## src/design/periph_xfer_regs.svh

```systemverilog
`ifndef PERIPH_XFER_REGS_SVH
`define PERIPH_XFER_REGS_SVH
`define OPC_COMPARATOR_LOAD  10'h239
`define OPC_IRQ_CTRL_READ    10'h257
`define OPC_SERIAL_CTRL_READ 10'h242
`define OPC_WAKEUP_CTRL_READ 10'h256
`define NIBBLE_RESET         4'h0
`define COMPARATOR_RESET     8'h00
`endif

```

## src/design/periph_xfer_pkg.sv

```systemverilog
package periph_xfer_pkg;
  typedef logic [3:0] nibble_t;
  typedef logic [9:0] opcode_t;
  typedef struct packed {
    logic    valid;
    opcode_t code;
  } instr_word_s;
  typedef struct packed {
    nibble_t irq_ctrl_reg_first;
    nibble_t serial_ctrl_reg_first;
    nibble_t wakeup_ctrl_reg_first;
  } periph_ctrl_s;
  typedef enum logic [4:0] {
    op_none        = 5'h01,
    op_comp_load   = 5'h02,
    op_irq_read    = 5'h04,
    op_serial_read = 5'h08,
    op_wakeup_read = 5'h10
  } xfer_op_e;
endpackage

```

## src/design/periph_reg_transfer_decode.sv

```systemverilog
// How it works
// RULE1: Comparator mode: partner register to upper nibble
// RULE2: Comparator mode: accumulator to lower nibble too
// RULE3: Conversion mode: comparator load is no-operation
// RULE4: Interrupt control read loads accumulator
// RULE5: Serial control read loads accumulator
// RULE6: Wakeup control read loads accumulator
// RULE7: One word, one cycle, no carry/skip
`timescale 1ns/10ps
`default_nettype none
`include "periph_xfer_regs.svh"
module periph_reg_transfer_decode
  import periph_xfer_pkg::*;
#(
  // Datapath widths; the logic serves only these
  parameter int unsigned NIBBLE_W = 4,
  parameter int unsigned OPCODE_W = 10,
  parameter int unsigned COMP_W   = 8
)
(
  // Clock and reset
  input  wire logic         clock,
  input  wire logic         reset_n,
  // Instruction stream
  input  wire instr_word_s  instr,
  // Core registers
  input  wire nibble_t      acc_in,
  input  wire nibble_t      partner_in,
  input  wire logic         converter_mode_bit,
  // Peripheral control registers
  input  wire periph_ctrl_s periph_ctrl,
  // Results
  output logic              acc_write,
  output nibble_t           acc_value,
  output logic [7:0]        comparator_reg,
  output logic              instr_done,
  output logic              carry_write,
  output logic              skip_next
);

  // Package types fix the widths, so other values are refused
  generate
    if (NIBBLE_W != $bits(nibble_t)) begin : g_bad_nibble
      $error("NIBBLE_W must equal the nibble type width");
    end
  endgenerate

  generate
    if (OPCODE_W != $bits(opcode_t)) begin : g_bad_opcode
      $error("OPCODE_W must equal the opcode type width");
    end
  endgenerate

  generate
    if (COMP_W != 2 * NIBBLE_W) begin : g_bad_comp
      $error("COMP_W must hold exactly two nibbles");
    end
  endgenerate

  generate
    if (COMP_W != 8) begin : g_bad_comp_port
      $error("COMP_W must match the comparator port width");
    end
  endgenerate

  // Opcode match lines
  logic       code_is_comp_load;
  logic       code_is_irq_read;
  logic       code_is_serial_read;
  logic       code_is_wakeup_read;
  logic       mode_is_comparator;

  // Decoded operation and next values
  xfer_op_e   op;
  logic [7:0] next_comparator_reg;
  logic       next_acc_write;
  nibble_t    next_acc_value;
  logic       next_instr_done;

  // Full 10-bit match; any other code is left to the rest of the core
  assign code_is_comp_load   = (instr.code == `OPC_COMPARATOR_LOAD);
  assign code_is_irq_read    = (instr.code == `OPC_IRQ_CTRL_READ);
  assign code_is_serial_read = (instr.code == `OPC_SERIAL_CTRL_READ);
  assign code_is_wakeup_read = (instr.code == `OPC_WAKEUP_CTRL_READ);
  assign mode_is_comparator  = converter_mode_bit;

  always_comb begin
    if (!instr.valid) begin
      op = op_none;
    end else if (code_is_comp_load) begin
      op = op_comp_load;
    end else if (code_is_irq_read) begin
      op = op_irq_read;
    end else if (code_is_serial_read) begin
      op = op_serial_read;
    end else if (code_is_wakeup_read) begin
      op = op_wakeup_read;
    end else begin
      op = op_none;
    end
  end

  // Comparator next value; conversion mode keeps it untouched
  always_comb begin
    next_comparator_reg = comparator_reg;
    case (op)
      op_comp_load: begin
        if (mode_is_comparator) begin
          next_comparator_reg[7:4] = partner_in; // RULE1
          next_comparator_reg[3:0] = acc_in; // RULE2
        end else begin
          next_comparator_reg = comparator_reg; // RULE3
        end
      end
      default: begin
        next_comparator_reg = comparator_reg;
      end
    endcase
  end

  // Accumulator next value; value holds so the core may read it late
  always_comb begin
    next_acc_write = 1'h0;
    next_acc_value = acc_value;
    case (op)
      op_irq_read: begin
        next_acc_write = 1'h1;
        next_acc_value = periph_ctrl.irq_ctrl_reg_first; // RULE4
      end
      op_serial_read: begin
        next_acc_write = 1'h1;
        next_acc_value = periph_ctrl.serial_ctrl_reg_first; // RULE5
      end
      op_wakeup_read: begin
        next_acc_write = 1'h1;
        next_acc_value = periph_ctrl.wakeup_ctrl_reg_first; // RULE6
      end
      default: begin
        next_acc_write = 1'h0;
        next_acc_value = acc_value;
      end
    endcase
  end

  // Every one of these finishes in a single cycle
  always_comb begin
    case (op)
      op_comp_load,
      op_irq_read,
      op_serial_read,
      op_wakeup_read: begin
        next_instr_done = 1'h1; // RULE7
      end
      default: begin
        next_instr_done = 1'h0;
      end
    endcase
  end

  // Comparator register
  always_ff @(posedge clock or negedge reset_n) begin
    if (!reset_n) begin
      comparator_reg <= `COMPARATOR_RESET;
    end else begin
      comparator_reg <= next_comparator_reg;
    end
  end

  // Accumulator write strobe, one cycle per read
  always_ff @(posedge clock or negedge reset_n) begin
    if (!reset_n) begin
      acc_write <= 1'h0;
    end else begin
      acc_write <= next_acc_write;
    end
  end

  // Accumulator value, registered so the write lands one edge later
  always_ff @(posedge clock or negedge reset_n) begin
    if (!reset_n) begin
      acc_value <= `NIBBLE_RESET;
    end else begin
      acc_value <= next_acc_value;
    end
  end

  // Completion pulse
  always_ff @(posedge clock or negedge reset_n) begin
    if (!reset_n) begin
      instr_done <= 1'h0;
    end else begin
      instr_done <= next_instr_done;
    end
  end

  // Carry and skip never touched by these instructions
  assign carry_write = 1'h0; // RULE7
  assign skip_next   = 1'h0; // RULE7

endmodule // periph_reg_transfer_decode
`default_nettype wire

```

## config.mk

```make
export PLATFORM = sky130hd
export DESIGN_NAME = periph_reg_transfer_decode
export DESIGN_NICKNAME = d
export VERILOG_FILES = /design/src/design/periph_xfer_pkg.sv /design/src/design/periph_reg_transfer_decode.sv
export VERILOG_INCLUDE_DIRS = /design/src /design/src/design
export SDC_FILE = /design/constraint.sdc
export NUM_CORES = 1
export LEC_CHECK = 0
export BUFFER_PORTS_ARGS = -buffer_cell sky130_fd_sc_hd__buf_2
export CAP_MARGIN = 0
export CORE_MARGIN = 3
export CORE_UTILIZATION = 42
export CTS_CLUSTER_DIAMETER = 80
export DETAILED_ROUTE_END_ITERATION = 10
export PLACE_DENSITY = 0.93
export SLEW_MARGIN = 0
export SYNTH_ARGS = -nofsm -noshare
export SYNTH_HDL_FRONTEND = slang
export SYNTH_SLANG_ARGS = --single-unit
```

## constraint.sdc

```tcl
create_clock -name clock -period 2.1 [get_ports clock]
set_clock_uncertainty 0.2 [all_clocks]
set_input_delay 0.42 -clock clock [delete_from_list [all_inputs] [get_ports clock]]
set_output_delay 0.42 -clock clock [all_outputs]
set_load 0.01 [all_outputs]
```

Yosys cells after proc, flatten, opt, wreduce, memory -nomap -nowiden --
Index checks and enable logic that the tools add are counted.
Storage, ports and cells: flip-flop bits (word level) 14, output and inout port bits 16, word-level logic and storage cells 24, input port bits 34
Cells by class: mux-type cells 8, eq/ne operators 8, reductions and logical operators 4
Operators by type and width (count):
- 10-bit equality test (second input constant) | 4
- 5-bit 2-to-1 mux | 5
- 4-bit case mux with 3 select lines | 1
- 5-bit by 2-bit equality test with 1-bit output (second input constant) | 1
- 5-bit by 3-bit equality test with 1-bit output (second input constant) | 1
- 5-bit by 4-bit equality test with 1-bit output (second input constant) | 1
- 5-bit equality test (second input constant) | 1
- 4-bit OR reduction | 1
- 3-bit nonzero test | 1
- 3-bit OR reduction | 1
- 1-bit 2-to-1 mux | 2
- 2-bit AND reduction | 1

Depth between registers and ports, before layout --
word-level depth 9, gate-level depth with buffers 5, depth with buffers taken out 4

Least setup slack after synthesis --
OpenSTA, ideal clock, no wires.
path type input to register, start input instr[6] in the netlist's numbering, end register comparator_reg[0], stages 4, setup slack 0.462 ns, data required time 1.775 ns, path buffers 0, data arrival time 1.313 ns, path through nand4b_1 -> nor3b_2 -> nand4_4 -> mux2_2
On the way: word-level cells in the longest chain between the ends 8, elaborated cells on any way between the ends 11
RTL lines:
- start, declared | line periph_reg_transfer_decode.sv:25 | input wire instr_word_s instr,
- 10-bit equality test (no source line)
- 5-bit 2-to-1 mux | line periph_reg_transfer_decode.sv:96 | end else if (code_is_wakeup_read) begin
- 5-bit 2-to-1 mux | line periph_reg_transfer_decode.sv:94 | end else if (code_is_serial_read) begin
- 5-bit 2-to-1 mux | line periph_reg_transfer_decode.sv:92 | end else if (code_is_irq_read) begin
- 5-bit 2-to-1 mux (*) | line periph_reg_transfer_decode.sv:90 | end else if (code_is_comp_load) begin
- 5-bit 2-to-1 mux (*) | line periph_reg_transfer_decode.sv:88 | if (!instr.valid) begin
- 5-bit by 2-bit equality test with 1-bit output (*) | line periph_reg_transfer_decode.sv:106 | case (op)
- 2-bit AND reduction (no source line) (*)
- end signal, assigned | line periph_reg_transfer_decode.sv:163 | comparator_reg <= `COMPARATOR_RESET;
- end signal, assigned | line periph_reg_transfer_decode.sv:165 | comparator_reg <= next_comparator_reg;
- end, declared | line periph_reg_transfer_decode.sv:35 | output logic [7:0] comparator_reg,
Mark *: on every way between the ends. The rest lies on a longest branch, timed or not. A chain may end at the register's enable or synchronous reset.

Worst setup path in the final report --
start input instr[4] in the netlist's numbering, end register acc_value[3]
On the way: word-level cells in the longest chain between the ends 8, elaborated cells on any way between the ends 14
RTL lines:
- 10-bit equality test (no source line)
- 5-bit 2-to-1 mux | line periph_reg_transfer_decode.sv:96
- 5-bit 2-to-1 mux | line periph_reg_transfer_decode.sv:94
- 5-bit 2-to-1 mux | line periph_reg_transfer_decode.sv:92
- 5-bit 2-to-1 mux (*) | line periph_reg_transfer_decode.sv:90
- 5-bit 2-to-1 mux (*) | line periph_reg_transfer_decode.sv:88
- 5-bit equality test (tied with other cells) | line periph_reg_transfer_decode.sv:125 | case (op)
- 4-bit case mux with 3 select lines / 3-bit nonzero test (equally long branches)
- end signal, assigned | line periph_reg_transfer_decode.sv:181 | acc_value <= `NIBBLE_RESET;
- end signal, assigned | line periph_reg_transfer_decode.sv:183 | acc_value <= next_acc_value;
- end, declared | line periph_reg_transfer_decode.sv:34 | output nibble_t acc_value,
Marked as above.

==> results.json <==
{
  "hold-path-endpoint": "comparator_reg[6]",
  "wl_met3_um": 172,
  "cp_max_fo": 6,
  "setup_violations": 0,
  "end_kind": "register",
  "cts_hold_buf": 1,
  "ys_ff_latch": 14,
  "yosysUniqueCellTypes": 22,
  "area_delta_synth_final_pct": 40.7,
  "h-tree-depth": 1,
  "via_count": 686,
  "start_util_pct": 45.7,
  "drc": 0,
  "synth_area_leaders": "dfrtp_1 50%, mux2_2 13%, a2bb2oi_1 5.0%",
  "avgSynthCellArea_um2": 11.9,
  "synth_compound_area_share_pct": 15.3,
  "ys_top_cells_by_count": "14 x dfrtp_1, 8 x mux2_2",
  "tns_ns": 0,
  "final_nets": 144,
  "die_area_um2": 2200,
  "m1WireLength_um": 650,
  "largest_reg_flops": 8,
  "postCtsSetupRepairBufs": 0,
  "max_freq_mhz": 638,
  "r2r-end": "comparator_reg[4]",
  "grt_antenna_before_repair": 0,
  "min_from": "partner_in[2]",
  "r2r-start": "comparator_reg[4]",
  "cts_sinks": 14,
  "grt_pass1_vias": 599,
  "grt_start_max_net_pins": 15,
  "cts_buffers": 3,
  "grt_pass1_wl_um": 2580,
  "drv_slew": 0,
  "async_flop_share_pct": 100,
  "antenna_cells": 0,
  "clock_path_buffers": 2,
  "dieWidth_um": 47.0,
  "synthMuxAreaShare_pct": 12.8,
  "vias_per_cell": 5.49,
  "min_path_cells": 2,
  "root_buffer": "clkbuf_4",
  "p_per_area_nw_per_um2": 549,
  "port_buffers": 47,
  "ys_warn_count": 0,
  "core_um2": 1540,
  "rows": 14,
  "wl_met2_um": 1040,
  "finalCritPeriodShare_pct": 74.7,
  "timing.hold.ws_ns": 0.172,
  "rsz0062_at_grt": "no",
  "crit_required_ns": 2.06,
  "hold_viol_final": 0,
  "synthAdderAreaFrac_pct": 0,
  "overflow": 0,
  "hold_class": "in -> reg",
  "synth_top_family_by_area": "simple AND/OR/NAND/NOR gates",
  "final.setup.worst_slack_ns": 0.532,
  "synthesis.area_um2": 704,
  "critPathArrivalTime_ns": 1.53,
  "detailed_place_hpwl_um": 1560,
  "synth_xor_area_share_pct": 0,
  "die_y_um": 47.0,
  "drive_gt1_share_pct": 59.6,
  "leakage_uw": 0.000559,
  "wire_per_inst_um": 14.9,
  "max_cap_viol_count": 0,
  "cts_tree": "built",
  "dp_slack_ns": 0.225,
  "finalWirelength_um": 1870,
  "ant_nets": 0,
  "cts.clk_slew.worst_paths_ns": 0.08,
  "worstRegToRegCells": 1,
  "yosysSeqAreaShare_pct": 49.7,
  "boundaryPins": 50,
  "synth_edf_count": 0,
  "top_layer_used": "met3",
  "cts_resized": 0,
  "status": "finished clean",
  "clock_latency_ns": 0.28,
  "synth-simple-area-share_pct": 17.9,
  "yosysTopAreaCell": "dfrtp_1",
  "grt_use_total_pct": 17.2,
  "synth_ff_type": "dfrtp_1",
  "startpoint_type": "input pin",
  "place_congestion": 0.720,
  "synth_top_area_share_pct": 49.7,
  "synth_cells": 59,
  "regToRegSetupSlack_ns": 1.12,
  "yosysMostFrequentCell": "dfrtp_1",
  "drt-pass1-iter-count": 4,
  "initialDrtViolationCount": 7,
  "layout_min_cycle_time_ns": 1.57,
  "crit_type": "in -> reg",
  "ir_worst_vdd_uv": 380
}
-- per-stage QoR --
stage               utilization [%]  instances  power (uW)  instance area, um^2
floorplan                         -         60         312                  708
global placement               61.3        120         354                  945
detailed placement             61.3        120         358                  945
CTS                            64.3        125         552                  991
global route                   64.3        125         569                  991
finish                         64.3        125         544                  991
-- layer usage --
metal | global-route usage (%) | vias up
li1 | - | 322
met1 | 18.6 | 327
met2 | 31.2 | 37
met3 | 6.13 | 0
met4 | 4.97 | 0
met5 | 0 | -
-- power breakdown --
| group | switching, uW | total (uW) | internal [uW] |
|---|---|---|---|
| Clock | 85.5 | 191 | 105 |
| Combinational | 34.5 | 73.7 | 39.1 |
| Sequential | 3.87 | 280 | 276 |
| Total | 124 | 544 | 421 |
-- worst max-delay path, stage by stage --
cell	delay [ns]
buf_2	0.11
and2_0	0.24
o2111ai_1	0.38
nand2_1	0.20
a2bb2oi_1	0.17
-- layout by cell type, fill, tap and decap left out --
| cell type | Yosys | routed |
|---|---|---|
| nand3_1 | 1 | 1 |
| clkbuf_4 | 0 | 3 |
| nand4_4 | 1 | 1 |
| a2bb2oi_1 | 4 | 4 |
| clkbuf_8 | 0 | 1 |
| nand4b_1 | 1 | 1 |
| a22oi_1 | 4 | 4 |
| nor2_1 | 2 | 2 |
| a31o_2 | 1 | 1 |
| dfrtp_1 | 14 | 14 |
| and3_2 | 1 | 1 |
| a21oi_1 | 1 | 1 |
| dlygate4sd3_1 | 0 | 1 |
| mux2_2 | 8 | 8 |
| nand2_1 | 2 | 2 |
| and4bb_2 | 2 | 2 |
| o21ai_0 | 4 | 4 |
| or3_1 | 4 | 4 |
| and2_0 | 1 | 1 |
| o2111ai_1 | 1 | 1 |
| buf_2 | 0 | 47 |
| conb_1 | 1 | 2 |
| nor3b_2 | 1 | 1 |
| inv_1 | 2 | 2 |
-- how the worst max path moves through the flow --
stage	from	endpoint	slack [ns]
final	instr[4]	acc_value[3]	0.53
after global routing	instr[2]	acc_value[3]	0.47
after CTS	instr[6]	comparator_reg[4]	0.53
after detailed placement	instr[6]	comparator_reg[4]	0.23
after global placement	instr[6]	comparator_reg[5]	0.30
after floorplan	instr[6]	comparator_reg[0]	0.46
-- cells by family after synthesis --
logic type | Yosys count
simple gates | 16
compound gates | 15
flops | 14
mux | 8
buf+inv | 5
other cells | 1
-- area by class of cell --
type | instances | area, um^2
Fill cell | 141 | 551
Inverter | 2 | 7.51
Clock buffer | 4 | 36.3
Timing Repair Buffer | 48 | 245
Tap cell | 16 | 20.0
Sequential cell | 14 | 350
Multi-Input combinational cell | 41 | 332
(Power assumes the default switching activity.)
